$ cat src/acm_pkg.sv
// package: register map, field layout and constants of the converter control block
package acm_pkg;
	localparam int ADDR_W = 4;
	localparam int DATA_W = 16;
	// register indices on the plain register port
	localparam logic [3:0] OFF_CLK_SAMPLE = 4'h0;
	localparam logic [3:0] OFF_MUX_SEL = 4'h1;
	localparam logic [3:0] OFF_PIN_CFG = 4'h2;
	localparam logic [3:0] OFF_SCAN_MASK = 4'h3;
	localparam logic [3:0] OFF_SEQ_CTRL = 4'h4;
	localparam logic [3:0] OFF_STATUS = 4'h5;
	// implemented-bit masks, unimplemented bits read zero
	localparam logic [15:0] MASK_CLK_SAMPLE = 16'h9FFF;
	localparam logic [15:0] MASK_MUX_SEL = 16'h8F8F;
	localparam logic [15:0] MASK_PIN_CFG = 16'h9FFF;
	localparam logic [15:0] MASK_SCAN_MASK = 16'h9FFF;
	localparam logic [15:0] MASK_SEQ_CTRL = 16'h00F3;
	// field positions
	localparam int CLK_SRC_BIT = 15;
	localparam int SAMP_LSB = 8;
	localparam int NEG_B_BIT = 15;
	localparam int POS_B_LSB = 8;
	localparam int NEG_A_BIT = 7;
	localparam int POS_A_LSB = 0;
	localparam int BG_BIT = 15;
	localparam int SEQ_ALT_BIT = 0;
	localparam int SEQ_SCAN_BIT = 1;
	localparam int SEQ_TRIG_LSB = 4;
	localparam int SEQ_START_BIT = 7;
	// constants
	localparam logic [15:0] RESET_VALUE = 16'h0000;
	localparam logic [7:0] DIV_MAX_VALID = 8'h3F;
	localparam logic [2:0] TRIG_AUTO = 3'h7;
	localparam logic [3:0] CH_BANDGAP = 4'hF;
	localparam int NUM_AN = 13;
	localparam int CONV_TAD = 12;
	localparam logic [4:0] CONV_TAD_CNT = 5'(CONV_TAD);

	typedef enum logic [1:0] {ST_IDLE, ST_SAMPLE, ST_CONVERT} acm_state_e;

	// settings that steer the analog front end
	typedef struct packed {
		logic [3:0] pos_sel;
		logic neg_sel_an1;
		logic bandgap_en;
		logic [12:0] pin_analog;
		logic sampling;
		logic converting;
	} acm_analog_s;
endpackage

$ cat src/acm_ctrl.sv
// module: clock, sample time, input mux, pin mode and scan control of the converter
//
// Added by the designer: the placing of the registers and the address-and-strobe port.
module acm_ctrl (
	input wire logic mclk,
	input wire logic sys_rst,
	input wire logic ce,
	input wire logic [acm_pkg::ADDR_W-1:0] reg_addr,
	input wire logic [acm_pkg::DATA_W-1:0] reg_wdata,
	input wire logic reg_wr,
	input wire logic reg_rd,
	output logic [acm_pkg::DATA_W-1:0] reg_rdata,
	input wire logic rc_clk_pin,
	output acm_pkg::acm_analog_s analog_ctl,
	output logic tad_clk_out,
	output logic conv_start,
	output logic div_reserved
);
	logic [15:0] clk_sample_reg;
	logic [15:0] mux_sel_reg;
	logic [15:0] pin_cfg_reg;
	logic [15:0] scan_mask_reg;
	logic [15:0] seq_ctrl_reg;
	logic [15:0] rdata_reg;
	logic rc_sync1_reg;
	logic rc_sync2_reg;
	logic rc_prev_reg;
	logic use_b_reg;
	logic [3:0] scan_ch_reg;
	logic [4:0] samp_cnt_reg;
	logic [4:0] conv_cnt_reg;
	logic conv_start_reg;
	acm_pkg::acm_state_e state_reg;

	// register decode
	wire wr_clk = reg_wr & (reg_addr == acm_pkg::OFF_CLK_SAMPLE);
	wire wr_mux = reg_wr & (reg_addr == acm_pkg::OFF_MUX_SEL);
	wire wr_pin = reg_wr & (reg_addr == acm_pkg::OFF_PIN_CFG);
	wire wr_scan = reg_wr & (reg_addr == acm_pkg::OFF_SCAN_MASK);
	wire wr_seq = reg_wr & (reg_addr == acm_pkg::OFF_SEQ_CTRL);

	// fields
	wire clk_src_rc = clk_sample_reg[acm_pkg::CLK_SRC_BIT];
	wire [4:0] samp_periods = clk_sample_reg[acm_pkg::SAMP_LSB +: 5];
	wire [7:0] clk_div = clk_sample_reg[7:0];
	wire alt_en = seq_ctrl_reg[acm_pkg::SEQ_ALT_BIT];
	wire scan_en = seq_ctrl_reg[acm_pkg::SEQ_SCAN_BIT];
	wire [2:0] trig_sel = seq_ctrl_reg[acm_pkg::SEQ_TRIG_LSB +: 3];
	wire start_req = wr_seq & reg_wdata[acm_pkg::SEQ_START_BIT];
	wire [15:0] scan_set = {scan_mask_reg[acm_pkg::BG_BIT], 2'b00, scan_mask_reg[12:0]};

	// divider tick from the system clock path
	logic sys_tick;
	logic sys_tad;
	acm_tad_div #(.DIV_W(8)) u_div (
		.mclk(mclk),
		.sys_rst(sys_rst),
		.ce(ce),
		.divider(clk_div),
		.tick(sys_tick),
		.tad_clk(sys_tad)
	);

	// rc oscillator pin arrives asynchronously; the first stage feeds only the second
	always_ff @(posedge mclk) begin
		if (sys_rst) begin
			rc_sync1_reg <= 1'b0;
			rc_sync2_reg <= 1'b0;
			rc_prev_reg <= 1'b0;
		end else if (ce) begin
			rc_sync1_reg <= rc_clk_pin;
			rc_sync2_reg <= rc_sync1_reg;
			rc_prev_reg <= rc_sync2_reg;
		end
	end
	wire rc_tick = ce & rc_sync2_reg & ~rc_prev_reg;
	wire tad_tick = clk_src_rc ? rc_tick : sys_tick;
	assign tad_clk_out = clk_src_rc ? rc_sync2_reg : sys_tad;
	assign div_reserved = (clk_div > acm_pkg::DIV_MAX_VALID);

	// next channel in ascending order above current, else wrap to lowest selected
	function automatic logic [3:0] next_scan(input logic [15:0] set, input logic [3:0] cur);
		logic [3:0] lowest;
		logic [3:0] above;
		logic found_low;
		logic found_above;
		lowest = '0;
		above = '0;
		found_low = 1'b0;
		found_above = 1'b0;
		for (int i = 0; i < 16; i++) begin
			if (set[i] && !found_low) begin
				lowest = 4'(i);
				found_low = 1'b1;
			end
			if (set[i] && (4'(i) > cur) && !found_above) begin
				above = 4'(i);
				found_above = 1'b1;
			end
		end
		return found_above ? above : lowest;
	endfunction

	// software registers; implemented bits only, all clear at reset
	always_ff @(posedge mclk) begin
		if (sys_rst) begin
			clk_sample_reg <= acm_pkg::RESET_VALUE;
			mux_sel_reg <= acm_pkg::RESET_VALUE;
			pin_cfg_reg <= acm_pkg::RESET_VALUE;
			scan_mask_reg <= acm_pkg::RESET_VALUE;
			seq_ctrl_reg <= acm_pkg::RESET_VALUE;
		end else if (ce) begin
			if (wr_clk) clk_sample_reg <= reg_wdata & acm_pkg::MASK_CLK_SAMPLE;
			if (wr_mux) mux_sel_reg <= reg_wdata & acm_pkg::MASK_MUX_SEL;
			if (wr_pin) pin_cfg_reg <= reg_wdata & acm_pkg::MASK_PIN_CFG;
			if (wr_scan) scan_mask_reg <= reg_wdata & acm_pkg::MASK_SCAN_MASK;
			if (wr_seq) seq_ctrl_reg <= reg_wdata & acm_pkg::MASK_SEQ_CTRL;
		end
	end

	// read mux: unmapped addresses read zero
	wire [15:0] status_word = {12'h000, scan_ch_reg[3:0] & 4'hF} | {11'h000, use_b_reg, 4'h0}
		| {state_reg == acm_pkg::ST_CONVERT, state_reg == acm_pkg::ST_SAMPLE, 14'h0000};
	wire [15:0] rd_mux =
		(reg_addr == acm_pkg::OFF_CLK_SAMPLE) ? clk_sample_reg :
		(reg_addr == acm_pkg::OFF_MUX_SEL) ? mux_sel_reg :
		(reg_addr == acm_pkg::OFF_PIN_CFG) ? pin_cfg_reg :
		(reg_addr == acm_pkg::OFF_SCAN_MASK) ? scan_mask_reg :
		(reg_addr == acm_pkg::OFF_SEQ_CTRL) ? seq_ctrl_reg :
		(reg_addr == acm_pkg::OFF_STATUS) ? status_word : 16'h0000;
	always_ff @(posedge mclk) begin
		if (sys_rst) begin
			rdata_reg <= 16'h0000;
		end else if (ce) begin
			rdata_reg <= reg_rd ? rd_mux : 16'h0000;
		end
	end
	assign reg_rdata = rdata_reg;

	// sample/convert sequencer
	wire samp_done = (samp_cnt_reg == 5'h00);
	wire conv_done = (conv_cnt_reg == 5'h00);
	always_ff @(posedge mclk) begin
		if (sys_rst) begin
			state_reg <= acm_pkg::ST_IDLE;
			samp_cnt_reg <= 5'h00;
			conv_cnt_reg <= 5'h00;
			conv_start_reg <= 1'b0;
			use_b_reg <= 1'b0;
			scan_ch_reg <= 4'h0;
		end else if (ce) begin
			conv_start_reg <= 1'b0;
			case (state_reg)
				acm_pkg::ST_IDLE: begin
					if (start_req) begin
						state_reg <= acm_pkg::ST_SAMPLE;
						samp_cnt_reg <= samp_periods;
						use_b_reg <= 1'b0;
						scan_ch_reg <= next_scan(scan_set, 4'hF);
					end
				end
				acm_pkg::ST_SAMPLE: begin
					if (trig_sel == acm_pkg::TRIG_AUTO) begin
						if (samp_done) begin
							state_reg <= acm_pkg::ST_CONVERT;
							conv_cnt_reg <= acm_pkg::CONV_TAD_CNT;
							conv_start_reg <= 1'b1;
						end else if (tad_tick) begin
							samp_cnt_reg <= samp_cnt_reg - 5'h01;
						end
					end else if (start_req) begin
						state_reg <= acm_pkg::ST_CONVERT;
						conv_cnt_reg <= acm_pkg::CONV_TAD_CNT;
						conv_start_reg <= 1'b1;
					end
				end
				acm_pkg::ST_CONVERT: begin
					if (conv_done) begin
						samp_cnt_reg <= samp_periods;
						use_b_reg <= alt_en & ~use_b_reg;
						if (scan_en && !(alt_en && !use_b_reg)) begin
							scan_ch_reg <= next_scan(scan_set, scan_ch_reg);
						end
						// auto-convert keeps sampling; other triggers wait for a new start
						state_reg <= (trig_sel == acm_pkg::TRIG_AUTO) ? acm_pkg::ST_SAMPLE : acm_pkg::ST_IDLE;
					end else if (tad_tick) begin
						conv_cnt_reg <= conv_cnt_reg - 5'h01;
					end
				end
				default: state_reg <= acm_pkg::ST_IDLE;
			endcase
		end
	end
	assign conv_start = conv_start_reg;

	// analog front-end selection
	wire [3:0] pos_a = scan_en ? scan_ch_reg : mux_sel_reg[acm_pkg::POS_A_LSB +: 4];
	wire [3:0] pos_b = mux_sel_reg[acm_pkg::POS_B_LSB +: 4];
	wire neg_a = mux_sel_reg[acm_pkg::NEG_A_BIT];
	wire neg_b = mux_sel_reg[acm_pkg::NEG_B_BIT];
	assign analog_ctl.pos_sel = use_b_reg ? pos_b : pos_a;
	assign analog_ctl.neg_sel_an1 = use_b_reg ? neg_b : neg_a;
	assign analog_ctl.bandgap_en = ~pin_cfg_reg[acm_pkg::BG_BIT];
	assign analog_ctl.pin_analog = ~pin_cfg_reg[12:0];
	assign analog_ctl.sampling = (state_reg == acm_pkg::ST_SAMPLE);
	assign analog_ctl.converting = (state_reg == acm_pkg::ST_CONVERT);
endmodule

$ cat src/acm_tad_div.sv
// module: conversion clock period divider producing one tick per period
module acm_tad_div #(
	parameter int DIV_W = 8
) (
	input wire logic mclk,
	input wire logic sys_rst,
	input wire logic ce,
	input wire logic [DIV_W-1:0] divider,
	output logic tick,
	output logic tad_clk
);
	logic [DIV_W-1:0] cnt_reg;
	logic tog_reg;
	wire at_end = (cnt_reg == '0);

	// reload from divider so a period lasts divider+1 cycles
	always_ff @(posedge mclk) begin
		if (sys_rst) begin
			cnt_reg <= '0;
			tog_reg <= 1'b0;
		end else if (ce) begin
			cnt_reg <= at_end ? divider : cnt_reg - 1'b1;
			if (at_end) begin
				tog_reg <= ~tog_reg;
			end
		end
	end
	assign tick = ce & at_end;
	assign tad_clk = tog_reg;
endmodule

$ cat config.mk
export PLATFORM = sky130hd
export DESIGN_NAME = acm_ctrl
export DESIGN_NICKNAME = d
export VERILOG_FILES = /design/src/acm_pkg.sv /design/src/acm_ctrl.sv /design/src/acm_tad_div.sv
export SDC_FILE = /design/constraint.sdc
export NUM_CORES = 1
export LEC_CHECK = 0
export BUFFER_PORTS_ARGS = -buffer_cell sky130_fd_sc_hd__buf_2
export CAP_MARGIN = 25
export CORE_MARGIN = 1
export CORE_UTILIZATION = 46
export DETAILED_ROUTE_END_ITERATION = 10
export GPL_ROUTABILITY_DRIVEN = 0
export PLACE_DENSITY = 0.65
export RECOVER_POWER = 25
export SYNTH_ARGS = -nofsm -noshare
export SYNTH_HDL_FRONTEND = slang
export SYNTH_SLANG_ARGS = --single-unit
$ cat constraint.sdc
create_clock -name mclk -period 3.55 [get_ports mclk]
set_input_delay 1.065 -clock mclk [delete_from_list [all_inputs] [get_ports mclk]]
set_output_delay 1.065 -clock mclk [all_outputs]
set_load 0.01 [all_outputs]
==> summary.txt <==
Pwr
  • Flop pwr share: 0.457
  • Pwr Density: 446 mW/mm2
  • Combinational power share: 0.182
  • Int Power: 1.92 mW
  • Peak VDD IR: 0.434 mV
  • Clock network power share: 0.361
  • Sw Share: 0.297
  • P_leak: 2.17 nW
  • P_sw: 809 uW

STA
  • Slew headroom: 0.463
  • RSZ-0062 raised after global routing: no
  • Worst Max-Slew Pin Slew: 0.805 ns
  • Setup tns final: 0 ns
  • Fmax: 339 MHz
  • Fin crit share: 0.831
  • Endpoints failing setup: 0
  • Hold Fails Final Rpt: 0
  • Min Tclk post-route: 2.95 ns
  • Max Slew Vio Count: 0
  • Final Skew: 0.00551 ns
  • Worst setup margin: 0.598 ns

Outcome
  • Status: complete, but fails checks
  • Failing checks: design-rule violations

Synthesis
  • Proportion of synthesized area in mux cells: 0.0630
  • Count of cell types in the netlist: 63
  • Mean area per synthesized cell: 7.59 um2
  • Synth Area in Simple Gates: 0.241
  • Post-synthesis adder-cell area fraction: 0.0205
  • Seq/Total Area, Yosys: 0.376
  • Compound-cell area share of the yosys netlist: 0.229
  • Main combinational cell family by area after synthesis: simple AND/OR/NAND/NOR gates
  • Leading area contributor after synthesis: dfxtp_1
  • Syn nets: 757
  • Cell count after synthesis: 722
  • Netlist Area Pre-Place: 0.00548 mm2
  • Synth warn: 0
  • Synth top area share: 0.376
  • Post-synth EDFFs: 0
  • Post-Synth XOR/XNOR Area: 0.00799
  • Synth Register Bits: 103
  • Post-synthesis async set-or-reset flop share: 0
  • Ys flop type: dfxtp_1
  • Top area cells in the synthesized netlist: dfxtp_1, nand2_1, a21oi_1, mux2i_1, nor2_1

Critical path
  • Max FO, Critical Path: 17
  • Worst R2R Path Depth: 8
  • Worst path cell trace: clkbuf_1 > inv_1 > clkbuf_1 > or4_1 > a21oi_1 > nor2_1
  • Reg-to-reg critical path endpoint: samp_cnt_reg[3]
  • Crit path to: u_div.cnt_reg[3]
  • CP Capture Type: register
  • Worst r2r src: u_div.cnt_reg[0]
  • Crit path kind: in2reg
  • Reg2reg setup slack: 0.73 ns
  • Critical Path Start: ce
  • CP Data Required Time: 3.79 ns
  • Startpoint Class: primary input
  • Slowest CP cell: or4_1
  • Cell repeated most along the worst path: clkbuf_1
  • Critical Path AT: 3.20 ns
  • CP peak stage delay: 0.62 ns

Layout
  • Fillers: 1,152
  • Final non-filler cell total: 905
  • Fin nets: 792
  • P&R area growth vs syn: 11.5%
  • Layout cells sized above 1: 0.106
  • Finished Core Util: 0.531
  • Ant. Diodes: 0
  • Largest register FFs: 15

Clock network
  • CTS buffer count: 9
  • Worst-path clk slew: 0.07 ns
  • Root Buffer: clkbuf_16
  • Clk buf depth: 2
  • Clock sink total: 103
  • CTS tree: yes
  • Clk_lat worst skew: 0.36 ns
  • Resized cells post-CTS: 0
  • Hold_buf cts: 0
  • Setup Buffers After CTS: 0
  • H-Tree Depth: 3

Placement
  • Place WS: 0.484 ns
  • HPWL Detailed: 12.0 mm
  • Placed insts: 888
  • Port bufs: 62

Drt
  • Pre-antenna DRT Iters: 8
  • WL per Instance: 18.5 um
  • DRC Markers: 2
  • Vias post-DR: 5,406
  • Final ANT Viol Nets: 0
  • Vias per Instance: 5.97
  • Initial DRC count: 510
  • WL final: 16.8 mm

Die
  • Initial Utilization: 0.476
  • Die X: 111 um
  • IO Pins: 66
  • Die height: 111 um
  • Die area: 0.0124 mm2
  • Row cnt: 39
  • Core box area: 0.0115 mm2

Global route
  • Global-route wire length before repair: 27.1 mm
  • Largest net degree at the start of global routing: 82
  • Initial antenna violation count: 0
  • Final global-route overflow total: 0
  • Vias in the first global route: 5,060
  • Total GRT Usage: 0.282

Worst hold path
  • Min-delay src: conv_start
  • Min-Delay Path Class: reg2reg

Job
  • Max_cap viols: 0
synthesized netlist by cell type, drive strengths merged (5+ instances only):
master and number:
a21boi 7, a21oi 87, a22oi 13, a31oi 10, a32oi 6, and3 7
clkbuf 45, dfxtp 103, ha 9, inv 37, mux2i 30, nand2 133
nand2b 9, nand3 16, nor2 65, nor3 8, nor3b 5, o21ai 26
o22ai 13, or2 7, or4 7
worst min-delay path by stage:
stage	end	slack, ns	depth (start not counted)
floorplan	clk_sample_reg[0]	0.45	2
global placement	conv_start	0.45	2
detailed placement	conv_start	0.45	2
CTS	conv_start	0.46	2
global route	conv_start	0.49	2
finish	conv_start	0.46	2
layout make-up:
cell class / count / area, um2 / share of cell area
multi-input combinational: 533 / 3080 / 0.504
sequential: 103 / 2060 / 0.337
timing repair buffer: 73 / 365 / 0.0598
clock buffer: 10 / 239 / 0.0391
tap: 143 / 179 / 0.0293
inverter: 37 / 139 / 0.0227
clock inverter: 6 / 50.0 / 0.00818
worst max-delay path, delay by kind of cell:
| family | cells | cell delay [ns] |
|---|---|---|
| buffers and inverters | 3 | 1.29 |
| AO/OA/AOI/OAI | 1 | 0.16 |
| AND/OR/NAND/NOR | 2 | 0.67 |
stage by stage:
stage          power (mW)  hold WS [ns]  instance area [um2]
4_1_cts              2.74         0.463                 6150
3_5_place_dp         1.77         0.453                 5860
2_1_floorplan        1.67         0.446                 5480
5_1_grt              2.86         0.489                 6110
6_report             2.73         0.462                 6110
3_3_place_gp         1.76         0.448                 5860
power by group through the flow:
| stage | registers (mW) | logic (mW) | clock network (mW) |
|---|---|---|---|
| after floorplan | 1.26 | 0.414 | 0 |
| after detailed placement | 1.27 | 0.495 | 0 |
| after global routing | 1.25 | 0.556 | 1.05 |
| after CTS | 1.25 | 0.498 | 0.998 |
| after global placement | 1.27 | 0.488 | 0 |
| final | 1.25 | 0.495 | 0.985 |
logic make-up after synthesis:
group	count (synthesis)
compound gates	200
buf+inv	86
fa+ha+maj	9
flops	103
mux	34
other cells	1
xor+xnor	5
simple gates	284
cell usage in the layout, fill, tap and decap left out, drive strengths merged, types with 3 or more instances in the layout:
| cell | count |
|---|---|
| inv | 40 |
| nor4 | 4 |
| clkbuf | 38 |
| a22oi | 13 |
| o22ai | 13 |
| o21ai | 26 |
| a31oi | 10 |
| or2 | 7 |
| a222oi | 3 |
| and2 | 4 |
| a211oi | 4 |
| or3 | 4 |
| xor2 | 3 |
| buf | 45 |
| and3 | 7 |
| o211ai | 4 |
| nand2b | 9 |
| mux2 | 4 |
| nand3 | 16 |
| ha | 9 |
| dfxtp | 103 |
| a32oi | 6 |
| nor2 | 65 |
| nor3 | 8 |
| o311a | 3 |
| mux2i | 30 |
| nand2 | 133 |
| a21oi | 87 |
| o31ai | 3 |
| nand4 | 4 |
| nor3b | 5 |
| a221oi | 3 |
| a21boi | 7 |
| or4 | 7 |
metal layers:
layer  GRT usage  vias to the layer above  share of wire  wire (um)
met4       0.110                        0          0.032        544
met2       0.442                      208           0.46       7670
met3      0.0667                       36          0.075       1260
li1            -                     2600              -          -
met5           0                        -              0          0
met1       0.375                     2562           0.43       7280
No activity file was read; power rests on OpenSTA's default activity.
